===== src/inc/pin_override_pkg.sv =====
// Shared constants for the port B / port C override block
package pin_override_pkg;
   localparam int PORT_W = 8;
   // Port B pin positions
   localparam int PB_CLK0 = 0;
   localparam int PB_CMP2 = 1;
   localparam int PB_RX1 = 2;
   localparam int PB_TX1 = 3;
   localparam int PB_SEL = 4;
   localparam int PB_MOSI = 5;
   localparam int PB_MISO = 6;
   localparam int PB_SCK = 7;
   // Port C test pin positions
   localparam int PC_TCK = 4;
   localparam int PC_TMS = 5;
   localparam int PC_TDO = 6;
   localparam int PC_TDI = 7;
   // Value after reset of the registered pin drive
   localparam logic [7:0] RESET_OUT = 8'h00;
   localparam logic [7:0] RESET_OE_N = 8'hFF;
endpackage


===== src/rtl/port_b_c_alt_function_override.sv =====
// Alternate-function override for port B and the test pins of port C
`timescale 1ns/1ns
module port_b_c_alt_function_override (
   // Clock and reset
   input wire logic clk_sys,
   input wire logic reset_n,
   // Port B registers
   input wire logic [7:0] portbDir,
   input wire logic [7:0] portbOut,
   input wire logic global_pullup_disable,
   // Serial peripheral
   input wire logic serial_periph_enable,
   input wire logic serial_master_select,
   input wire logic spiClkOut,
   input wire logic spiMasterOut,
   input wire logic spiSlaveOut,
   output logic spiClkIn,
   output logic spiMasterIn,
   output logic spiSlaveIn,
   output logic spiSlaveActive,
   // Second serial port
   input wire logic serial1_tx_enable,
   input wire logic serial1_rx_enable,
   input wire logic serial1TxData,
   output logic serial1RxData,
   // Timers and clock output
   input wire logic timer0_compare_out,
   input wire logic timer2_compare_out,
   input wire logic timer3_compare_b_out,
   output logic timer0_ext_count_in,
   output logic timer1_ext_count_in,
   input wire logic clock_out_fuse,
   input wire logic clkIoDiv,
   // Analog comparator taps
   output logic comparator_pos_in,
   output logic comparator_neg_in,
   // Port C test pins
   input wire logic [7:4] portcDir,
   input wire logic [7:4] portcOut,
   input wire logic testEnable,
   input wire logic testShift,
   input wire logic testDataOut,
   output logic testDataIn,
   output logic testModeSel,
   output logic testClk,
   // Port B pins
   input wire logic [7:0] portbPinIn,
   output logic [7:0] portbPinOut,
   output logic [7:0] portbPinOe_n,
   output logic [7:0] portbPullup,
   // Port C test pins
   input wire logic [7:4] portcPinIn,
   output logic [7:4] portcPinOut,
   output logic [7:4] portcPinOe_n,
   output logic [7:4] portcPullup
);
   typedef struct packed {
      logic [7:0] pinOut;
      logic [7:0] pinOe_n;
   } state_t;

   state_t state_r;
   state_t state_nxt;

   logic spiMaster;
   logic spiSlave;
   logic [7:0] puOe;
   logic [7:0] puOv;
   logic [7:0] ddOe;
   logic [7:0] ddOv;
   logic [7:0] pvOe;
   logic [7:0] pvOv;
   logic [7:0] cellEn;
   logic [7:0] cellVal;
   logic [7:0] cellPu;
   logic [7:4] tEn;
   logic [7:4] tVal;

   assign spiMaster = serial_periph_enable && serial_master_select;
   assign spiSlave = serial_periph_enable && !serial_master_select;

   // Override table for port B
   always_comb begin
      puOe = 8'h00;
      puOv = 8'h00;
      ddOe = 8'h00;
      ddOv = 8'h00;
      pvOe = 8'h00;
      pvOv = 8'h00;
      // Pull-up value keeps the port bit when a pin is forced in
      puOv[pin_override_pkg::PB_SCK] = portbOut[pin_override_pkg::PB_SCK]
         && !global_pullup_disable;
      puOv[pin_override_pkg::PB_MISO] =
         portbOut[pin_override_pkg::PB_MISO] && !global_pullup_disable;
      puOv[pin_override_pkg::PB_MOSI] =
         portbOut[pin_override_pkg::PB_MOSI] && !global_pullup_disable;
      puOv[pin_override_pkg::PB_SEL] = portbOut[pin_override_pkg::PB_SEL]
         && !global_pullup_disable;
      if (spiSlave) begin
         ddOe[pin_override_pkg::PB_SCK] = 1'b1;
         ddOe[pin_override_pkg::PB_MOSI] = 1'b1;
         ddOe[pin_override_pkg::PB_SEL] = 1'b1;
         puOe[pin_override_pkg::PB_SCK] = 1'b1;
         puOe[pin_override_pkg::PB_MOSI] = 1'b1;
         puOe[pin_override_pkg::PB_SEL] = 1'b1;
         pvOe[pin_override_pkg::PB_MISO] = 1'b1;
         pvOv[pin_override_pkg::PB_MISO] = spiSlaveOut;
      end
      if (spiMaster) begin
         // Select pin left to its direction bit
         ddOe[pin_override_pkg::PB_MISO] = 1'b1;
         puOe[pin_override_pkg::PB_MISO] = 1'b1;
         pvOe[pin_override_pkg::PB_SCK] = 1'b1;
         pvOv[pin_override_pkg::PB_SCK] = spiClkOut;
         pvOe[pin_override_pkg::PB_MOSI] = 1'b1;
         pvOv[pin_override_pkg::PB_MOSI] = spiMasterOut;
      end
      // Timer outputs only replace the value; direction bit gates them
      if (!spiSlave) begin
         pvOe[pin_override_pkg::PB_SEL] = 1'b1;
         pvOv[pin_override_pkg::PB_SEL] = timer3_compare_b_out;
      end
      ddOe[pin_override_pkg::PB_TX1] = serial1_tx_enable;
      ddOv[pin_override_pkg::PB_TX1] = 1'b1;
      pvOe[pin_override_pkg::PB_TX1] = serial1_tx_enable;
      pvOv[pin_override_pkg::PB_TX1] = serial1TxData;
      puOe[pin_override_pkg::PB_TX1] = serial1_tx_enable;
      ddOe[pin_override_pkg::PB_RX1] = serial1_rx_enable;
      puOe[pin_override_pkg::PB_RX1] = serial1_rx_enable;
      puOv[pin_override_pkg::PB_RX1] = portbOut[pin_override_pkg::PB_RX1]
         && !global_pullup_disable;
      pvOe[pin_override_pkg::PB_CMP2] = 1'b1;
      pvOv[pin_override_pkg::PB_CMP2] = timer2_compare_out;
      pvOe[pin_override_pkg::PB_CLK0] = 1'b1;
      pvOv[pin_override_pkg::PB_CLK0] = clock_out_fuse ? clkIoDiv
         : timer0_compare_out;
      ddOe[pin_override_pkg::PB_CLK0] = clock_out_fuse;
      ddOv[pin_override_pkg::PB_CLK0] = 1'b1;
   end

   // Generic cell per port B pin
   genvar gi;
   generate
      for (gi = 0; gi < pin_override_pkg::PORT_W; gi++) begin : g_pb
         pin_cell u_cell (
            .dirBit(portbDir[gi]),
            .outBit(portbOut[gi]),
            .pullupDisable(global_pullup_disable),
            .puOvrEn(puOe[gi]),
            .puOvrVal(puOv[gi]),
            .ddOvrEn(ddOe[gi]),
            .ddOvrVal(ddOv[gi]),
            .pvOvrEn(pvOe[gi]),
            .pvOvrVal(pvOv[gi]),
            .driveEn(cellEn[gi]),
            .driveVal(cellVal[gi]),
            .pullupOn(cellPu[gi])
         );
      end
      for (gi = 4; gi < 8; gi++) begin : g_pc
         test_pin_cell u_tcell (
            .dirBit(portcDir[gi]),
            .outBit(portcOut[gi]),
            .pullupDisable(global_pullup_disable),
            .testEnable(testEnable),
            .isOutput(gi == pin_override_pkg::PC_TDO),
            .shiftActive(testShift),
            .testData(testDataOut),
            .driveEn(tEn[gi]),
            .driveVal(tVal[gi]),
            .pullupOn(portcPullup[gi])
         );
      end
   endgenerate

   // Port B pin drive registered; reset releases all port B pins except the clock output
   always_comb begin
      state_nxt.pinOut = cellVal;
      state_nxt.pinOe_n = ~cellEn;
      if (!reset_n) begin
         state_nxt.pinOut = pin_override_pkg::RESET_OUT;
         state_nxt.pinOe_n = pin_override_pkg::RESET_OE_N;
         if (clock_out_fuse) begin
            state_nxt.pinOut[pin_override_pkg::PB_CLK0] = clkIoDiv;
            state_nxt.pinOe_n[pin_override_pkg::PB_CLK0] = 1'b0;
         end
      end
   end

   always_ff @(posedge clk_sys) begin
      state_r <= state_nxt;
   end

   assign portbPinOut = state_r.pinOut;
   assign portbPinOe_n = state_r.pinOe_n;
   // Pull-ups stay combinational so test pins keep theirs through reset
   assign portbPullup = reset_n ? cellPu : 8'h00;
   assign portcPinOut = tVal;
   assign portcPinOe_n = ~tEn;

   // Peripheral inputs from pins
   assign spiClkIn = portbPinIn[pin_override_pkg::PB_SCK];
   assign spiMasterIn = portbPinIn[pin_override_pkg::PB_MISO];
   assign spiSlaveIn = portbPinIn[pin_override_pkg::PB_MOSI];
   assign spiSlaveActive = spiSlave
      && !portbPinIn[pin_override_pkg::PB_SEL];
   assign serial1RxData = portbPinIn[pin_override_pkg::PB_RX1];
   assign comparator_pos_in = portbPinIn[pin_override_pkg::PB_RX1];
   assign comparator_neg_in = portbPinIn[pin_override_pkg::PB_TX1];
   assign timer0_ext_count_in = portbPinIn[pin_override_pkg::PB_CLK0];
   assign timer1_ext_count_in = portbPinIn[pin_override_pkg::PB_CMP2];
   assign testDataIn = portcPinIn[pin_override_pkg::PC_TDI];
   assign testModeSel = portcPinIn[pin_override_pkg::PC_TMS];
   assign testClk = portcPinIn[pin_override_pkg::PC_TCK];

   // Checks
   property p_master_in;
      @(posedge clk_sys) disable iff (!reset_n)
      spiMaster ##1 reset_n |-> portbPinOe_n[pin_override_pkg::PB_MISO];
   endproperty
   a_master_in: assert property (p_master_in)
      else $error("data-in pin driven in master mode");
   property p_slave_mosi;
      @(posedge clk_sys) disable iff (!reset_n)
      spiSlave ##1 reset_n |-> portbPinOe_n[pin_override_pkg::PB_MOSI];
   endproperty
   a_slave_mosi: assert property (p_slave_mosi)
      else $error("data-out pin driven in slave mode");
   property p_slave_sck;
      @(posedge clk_sys) disable iff (!reset_n)
      spiSlave ##1 reset_n |-> portbPinOe_n[pin_override_pkg::PB_SCK];
   endproperty
   a_slave_sck: assert property (p_slave_sck)
      else $error("clock pin driven in slave mode");
   property p_slave_sel;
      @(posedge clk_sys) disable iff (!reset_n)
      spiSlave ##1 reset_n |-> portbPinOe_n[pin_override_pkg::PB_SEL];
   endproperty
   a_slave_sel: assert property (p_slave_sel)
      else $error("select pin driven in slave mode");
   property p_tx;
      @(posedge clk_sys) disable iff (!reset_n)
      serial1_tx_enable ##1 reset_n |-> !portbPinOe_n[pin_override_pkg::PB_TX1]
         && portbPinOut[pin_override_pkg::PB_TX1] == $past(serial1TxData);
   endproperty
   a_tx: assert property (p_tx)
      else $error("transmit pin not driving data");
   property p_timer2;
      @(posedge clk_sys) disable iff (!reset_n)
      portbDir[pin_override_pkg::PB_CMP2] ##1 reset_n |->
         portbPinOut[pin_override_pkg::PB_CMP2] == $past(timer2_compare_out);
   endproperty
   a_timer2: assert property (p_timer2)
      else $error("timer2 output missing");
   property p_clkout;
      @(posedge clk_sys) clock_out_fuse |=>
         !portbPinOe_n[pin_override_pkg::PB_CLK0]
         && portbPinOut[pin_override_pkg::PB_CLK0] == $past(clkIoDiv);
   endproperty
   a_clkout: assert property (p_clkout)
      else $error("clock output not driven");
   property p_tdo;
      @(posedge clk_sys) disable iff (!reset_n)
      testEnable && !testShift |-> portcPinOe_n[pin_override_pkg::PC_TDO];
   endproperty
   a_tdo: assert property (p_tdo)
      else $error("test output driven outside shift");
   property p_slave_miso;
      @(posedge clk_sys) disable iff (!reset_n)
      spiSlave ##1 reset_n |->
         portbPinOe_n[pin_override_pkg::PB_MISO] ==
         !$past(portbDir[pin_override_pkg::PB_MISO]);
   endproperty
   a_slave_miso: assert property (p_slave_miso)
      else $error("data-in pin ignores direction bit in slave mode");
   property p_master_sel;
      @(posedge clk_sys) disable iff (!reset_n)
      spiMaster ##1 reset_n |->
         portbPinOe_n[pin_override_pkg::PB_SEL] ==
         !$past(portbDir[pin_override_pkg::PB_SEL]);
   endproperty
   a_master_sel: assert property (p_master_sel)
      else $error("select pin ignores direction bit in master mode");
   property p_forced_pu;
      @(posedge clk_sys) disable iff (!reset_n)
      spiSlave |-> portbPullup[pin_override_pkg::PB_MOSI] ==
         (portbOut[pin_override_pkg::PB_MOSI] && !global_pullup_disable);
   endproperty
   a_forced_pu: assert property (p_forced_pu)
      else $error("forced input lost its pull-up control");
   property p_timer3;
      @(posedge clk_sys) disable iff (!reset_n)
      !spiSlave && portbDir[pin_override_pkg::PB_SEL] ##1 reset_n |->
         !portbPinOe_n[pin_override_pkg::PB_SEL]
         && portbPinOut[pin_override_pkg::PB_SEL] ==
         $past(timer3_compare_b_out);
   endproperty
   a_timer3: assert property (p_timer3)
      else $error("timer3 output missing");
   property p_rx;
      @(posedge clk_sys) disable iff (!reset_n)
      serial1_rx_enable ##1 reset_n |->
         portbPinOe_n[pin_override_pkg::PB_RX1];
   endproperty
   a_rx: assert property (p_rx)
      else $error("receive pin driven while receiver enabled");
   property p_timer0;
      @(posedge clk_sys) disable iff (!reset_n)
      !clock_out_fuse && portbDir[pin_override_pkg::PB_CLK0] ##1 reset_n
         |-> !portbPinOe_n[pin_override_pkg::PB_CLK0]
         && portbPinOut[pin_override_pkg::PB_CLK0] ==
         $past(timer0_compare_out);
   endproperty
   a_timer0: assert property (p_timer0)
      else $error("timer0 output missing");
   // No disable here: the clock must keep running through reset
   property p_clk_reset;
      @(posedge clk_sys) !reset_n && clock_out_fuse |=>
         !portbPinOe_n[pin_override_pkg::PB_CLK0];
   endproperty
   a_clk_reset: assert property (p_clk_reset)
      else $error("clock output released during reset");
   property p_test_pu;
      @(posedge clk_sys) testEnable |->
         portcPullup[pin_override_pkg::PC_TDI]
         && portcPullup[pin_override_pkg::PC_TMS]
         && portcPullup[pin_override_pkg::PC_TCK];
   endproperty
   a_test_pu: assert property (p_test_pu)
      else $error("test pin pull-up dropped");
   property p_test_port;
      @(posedge clk_sys) testEnable |->
         portcPinOe_n[pin_override_pkg::PC_TDI];
   endproperty
   a_test_port: assert property (p_test_port)
      else $error("test data input pin driven by the port");
   c_master: cover property (@(posedge clk_sys) spiMaster);
   c_slave: cover property (@(posedge clk_sys) spiSlaveActive);
   c_clk: cover property (@(posedge clk_sys) !reset_n && clock_out_fuse);
   c_test: cover property (@(posedge clk_sys) testEnable && testShift);
endmodule


===== src/rtl/pin_cell.sv =====
// One generic override cell: port value versus alternate override
`timescale 1ns/1ns
module pin_cell (
   // Port register side
   input wire logic dirBit,
   input wire logic outBit,
   input wire logic pullupDisable,
   // Override enables and values
   input wire logic puOvrEn,
   input wire logic puOvrVal,
   input wire logic ddOvrEn,
   input wire logic ddOvrVal,
   input wire logic pvOvrEn,
   input wire logic pvOvrVal,
   // Resolved pin controls
   output logic driveEn,
   output logic driveVal,
   output logic pullupOn
);
   logic dirEff;
   always_comb begin
      dirEff = ddOvrEn ? ddOvrVal : dirBit;
      driveEn = dirEff;
      driveVal = pvOvrEn ? pvOvrVal : outBit;
      if (puOvrEn) begin
         pullupOn = puOvrVal;
      end else begin
         pullupOn = !dirEff && outBit && !pullupDisable;
      end
   end
endmodule


===== src/rtl/test_pin_cell.sv =====
// Port C test-interface pin: takes pins away from the port when enabled
`timescale 1ns/1ns
module test_pin_cell (
   // Port side
   input wire logic dirBit,
   input wire logic outBit,
   input wire logic pullupDisable,
   // Test interface side
   input wire logic testEnable,
   input wire logic isOutput,
   input wire logic shiftActive,
   input wire logic testData,
   // Resolved controls
   output logic driveEn,
   output logic driveVal,
   output logic pullupOn
);
   always_comb begin
      if (testEnable) begin
         driveEn = isOutput && shiftActive;
         driveVal = testData;
         pullupOn = 1'b1;
      end else begin
         driveEn = dirBit;
         driveVal = outBit;
         pullupOn = !dirBit && outBit && !pullupDisable;
      end
   end
endmodule


===== config.mk =====
export PLATFORM = sky130hd
export DESIGN_NAME = port_b_c_alt_function_override
export DESIGN_NICKNAME = d
export VERILOG_FILES = /design/src/inc/pin_override_pkg.sv /design/src/rtl/port_b_c_alt_function_override.sv /design/src/rtl/pin_cell.sv /design/src/rtl/test_pin_cell.sv
export SDC_FILE = /design/constraint.sdc
export NUM_CORES = 1
export LEC_CHECK = 0
export ABC_CLOCK_PERIOD_IN_PS = 1000
export BUFFER_PORTS_ARGS = -buffer_cell sky130_fd_sc_hd__buf_2
export CORE_MARGIN = 2
export CORE_UTILIZATION = 33
export DETAILED_ROUTE_END_ITERATION = 16
export GPL_ROUTABILITY_DRIVEN = 0
export GPL_TIMING_DRIVEN = 0
export PLACE_DENSITY = 0.87
export SLEW_MARGIN = 30
export SYNTH_ARGS = -nofsm -noshare
export SYNTH_HDL_FRONTEND = slang
export SYNTH_SLANG_ARGS = --single-unit
export TNS_END_PERCENT = 50

===== constraint.sdc =====
create_clock -name clk_sys -period 1 [get_ports clk_sys]
set_input_delay 0.2 -clock clk_sys [delete_from_list [all_inputs] [get_ports clk_sys]]
set_output_delay 0.2 -clock clk_sys [all_outputs]
set_load 0.1 [all_outputs]

**Word level (Yosys, flattened, before mapping)**

Index checks and enable logic that the tools add are counted.

- Register bits: 16
- Output and inout bits: 48

- Multiplexer cells: 41
- Bitwise gates (word level): 2
- Reductions and logical operators: 47

Operators with widths:

| cell | count |
|---|---|
| 2-to-1 mux 1 bit | 38 |
| logical AND 1 bit | 32 |
| logical NOT 1 bit | 15 |
| 2-to-1 mux 9 bit | 1 |
| 2-to-1 mux 8 bit | 1 |
| inverter 8 bit | 1 |
| inverter 4 bit | 1 |
| 2-to-1 mux 2 bit | 1 |

**Longest topological paths before layout**

- Word-level depth: 9
- Mapped depth: 3

**By module**

A second synthesis with hierarchy kept.

- Cell total of the unflattened synthesis: 148
- Area, all modules: 1228.7 um2

By module, submodules not included:

| module | instances | cells each | area each (um2) |
|---|---|---|---|
| port_b_c_alt_function_override | 1 | 76 | 683.2 |
| pin_cell | 8 | 6 | 47.5 |
| test_pin_cell | 4 | 6 | 41.3 |

**Worst setup path before layout**

Ideal clock, no wire load.

- Kind: input to output
- From: input global_pullup_disable
- To: output portbPullup[1]
- Arrival time: 2693 ps
- Setup slack: -1893 ps
- Stages: 3
- Path buffers: 1
- Path through: nand2b_1 > buf_6 > nor3b_1

- Cells in the longest elaborated chain, start to end: 3

RTL lines:

| what | line | source |
|---|---|---|
| from (decl) | port_b_c_alt_function_override.sv:10 | `input wire logic global_pullup_disable,` |
| logical NOT 1 bit | pin_cell.sv:28 | `pullupOn = !dirEff && outBit && !pullupDisable;` |
| logical AND 1 bit | pin_cell.sv:28 |  |
| 2-to-1 mux 8 bit | port_b_c_alt_function_override.sv:197 | `assign portbPullup = reset_n ? cellPu : 8'h00;` |
| to (decl) | port_b_c_alt_function_override.sv:50 | `output logic [7:0] portbPullup,` |

Every way passes these cells.

**Worst setup path in the final report**

- From: input global_pullup_disable
- To: output portbPullup[3]

- Cells in the longest elaborated chain, start to end: 4

RTL lines:

| what | line | source |
|---|---|---|
| logical NOT 1 bit | pin_cell.sv:28 |  |
| logical AND 1 bit | pin_cell.sv:28 |  |
| 2-to-1 mux 1 bit | pin_cell.sv:25 | `if (puOvrEn) begin` |
| 2-to-1 mux 8 bit | port_b_c_alt_function_override.sv:197 |  |

Every way passes these cells.

==> impl_metrics.json <==
{
  "die_w_microns": 55.92,
  "ctsRootBufferMaster": "clkbuf_4",
  "whs_ns": 0.1048,
  "synthCells": 102,
  "fin_crit_sh_pct": 128.9,
  "hold_viol": 0,
  "ys_types": 19,
  "cp_data_arrival_time_ns": 1.09,
  "syn_area_per_cell_sq_um": 8.722,
  "required_ns": 0.80,
  "setup_violations": 30,
  "die_y_microns": 55.92,
  "path_buf_inv": 3,
  "status": "finished with violations",
  "grt_start_max_net_pins": 11,
  "utilization_pct": 87.10,
  "irDropWorstVdd_v": 0.001084,
  "overflow": 0,
  "dr.pass1.iters": 4,
  "drv_cap": 0,
  "cp_num_cells": 5,
  "clock_path_buffers": 2,
  "tightestPinTransition_ns": 0.4991,
  "leakage_nw": 1.052,
  "worstSetupPathType": "input pin to primary output",
  "clkTransAtPathRegs_ns": 0.10,
  "wl_per_cell_microns": 17.68,
  "worst_hold_path_type": "input pin to flop",
  "cts_made_buffers": 3,
  "relSlewSlack_pct": 66.96,
  "path_cells": "buf_8 -> nand2b_4 -> buf_12 -> nor4b_4 -> buf_6",
  "via_per_inst": 4.862,
  "synthToLayoutAreaGrowth_pct": 147.0,
  "wl_microns": 4102,
  "cp-end-kind": "primary output",
  "slew_viol_final": 0,
  "rows": 18,
  "io_buffers": 91,
  "fmax_mhz": 775.5,
  "violations": "negative setup slack",
  "core_sq_um": 2522,
  "ys_warn_count": 0,
  "drc": 0,
  "pre_cts_ws_ns": -0.4906,
  "hold_depth": 3,
  "vias": 1128,
  "grt_usage_pct": 25.12,
  "cts_sinks": 16,
  "worst_path_max_delay_cell": "buf_6",
  "cpPeakStageDelay_ns": 0.26,
  "power_density_nw_per_um2": 1260,
  "start_util_pct": 35.27,
  "grt_pass1_vias": 1234,
  "antenna_found_initial": 0,
  "setup.worst_path.start_class": "input pin",
  "ant_nets": 0,
  "diodes": 0,
  "drive_gt1_share_pct": 80.69,
  "dp.final_hpwl_microns": 2223,
  "drt-initial-drc-count": 21,
  "synth_nets": 157,
  "period_needed_ns": 1.289,
  "cts_tree": "yes",
  "synth_area_sq_um": 889.6,
  "yosysSeqAreaShare_pct": 36.01,
  "grt_first_pass_wirelength_microns": 6078,
  "finalWorstSetupSlack_ns": -0.2894,
  "htree_num_levels": 1,
  "die-area_sq_um": 3127,
  "cp_max_fo": 8,
  "io_pins": 103,
  "grt_setup_unrepaired": "yes",
  "crit_family": "buffers and inverters",
  "ys_ff_latch": 16,
  "nets": 258
}
## kinds of logic after synthesis
kind of cell           synth area share (%)
AOI/OAI and AO/OA                     14.06
buffers and inverters                 23.07
DFF                                   36.01
muxes                                 4.501
and+or+nand+nor                       22.36
## sequential cells by signal, indices dropped and copies added (netlist names)
signal,count
portbPinOut,8
portbPinOe_n,8
## layer usage
metal / track usage [%] / part of all wire [%]
met1: 24.79 / 32
met4: 6.803 / 2.9
met5: 0 / 0
met3: 7.907 / 11
met2: 49.66 / 55
## synthesized netlist by cell type
cell	n	area (sq um)
a211oi_2	4	50.05
a21oi_1	1	5.000
and2_1	3	18.77
buf_2	2	10.01
buf_4	20	150.1
buf_6	1	11.26
dfxtp_1	16	320.3
inv_1	9	33.78
mux2i_1	4	40.04
nand2_1	15	56.30
nand2b_1	2	12.51
nand3_1	4	20.02
nand4_1	2	12.51
nor2_1	1	3.750
nor2b_1	2	12.51
nor3b_1	2	15.01
nor4b_4	2	47.55
o21ai_0	8	40.04
o31ai_1	4	30.03
## where the power goes
| part | switching [mW] | total (mW) | internal, mW |
|---|---|---|---|
| logic | 1.06 | 1.60 | 0.544 |
| registers | 0.0354 | 0.721 | 0.685 |
| clock network | 0.223 | 0.445 | 0.222 |
| total | 1.32 | 2.77 | 1.45 |
## what timing repair did
item	4_1_cts	5_1_grt
endpoints found under the hold margin	0	0
hold buffers	0	0
setup buffers	4	3
pin swaps	10	5
endpoints found under the setup margin	37	34
gates resized for setup	162	19
## layout make-up
| cell class | instances | area (sq um) |
|---|---|---|
| timing repair buffer | 97 | 1037 |
| multi-input combinational | 54 | 529.3 |
| sequential | 16 | 340.3 |
| fill | 124 | 325.3 |
| buffer | 22 | 180.2 |
| tap | 30 | 37.54 |
| clock buffer | 4 | 36.28 |
| inverter | 9 | 36.28 |
## worst paths after layout
path / startpoint / end
setup / recovery: global_pullup_disable / portbPullup[3]
hold / removal: clkIoDiv / portbPinOut[0]
## cells in the final DEF, fill, tap and decap left out, types with 3 or more instances in the layout
master,instances
a211oi_4,4
and2_1,3
buf_12,33
buf_2,52
buf_4,26
buf_6,5
buf_8,3
clkbuf_4,3
dfxtp_2,16
inv_1,7
mux2i_1,3
nand2_1,11
nand2_2,3
nand3_1,4
o21ai_0,5
o31ai_4,4
## metrics by stage
stage / power [mW] / instance area [sq um] / TNS [ns] / cells
finish: 2.767 / 2197 / -3.008 / 232
floorplan: 1.704 / 998.5 / -6.463 / 102
CTS: 2.670 / 2097 / -2.920 / 230
detailed placement: 1.942 / 1491 / -7.870 / 223
global route: 2.854 / 2197 / -3.881 / 232
global placement: 1.933 / 1491 / -7.722 / 223
## worst min-delay path: cells and delay by family
family                 cells  cell delay [ns]
buffers and inverters      1             0.08
and+or+nand+nor            1             0.04
AOI/OAI and AO/OA          1             0.05
No activity file was read; power rests on OpenSTA's default activity.
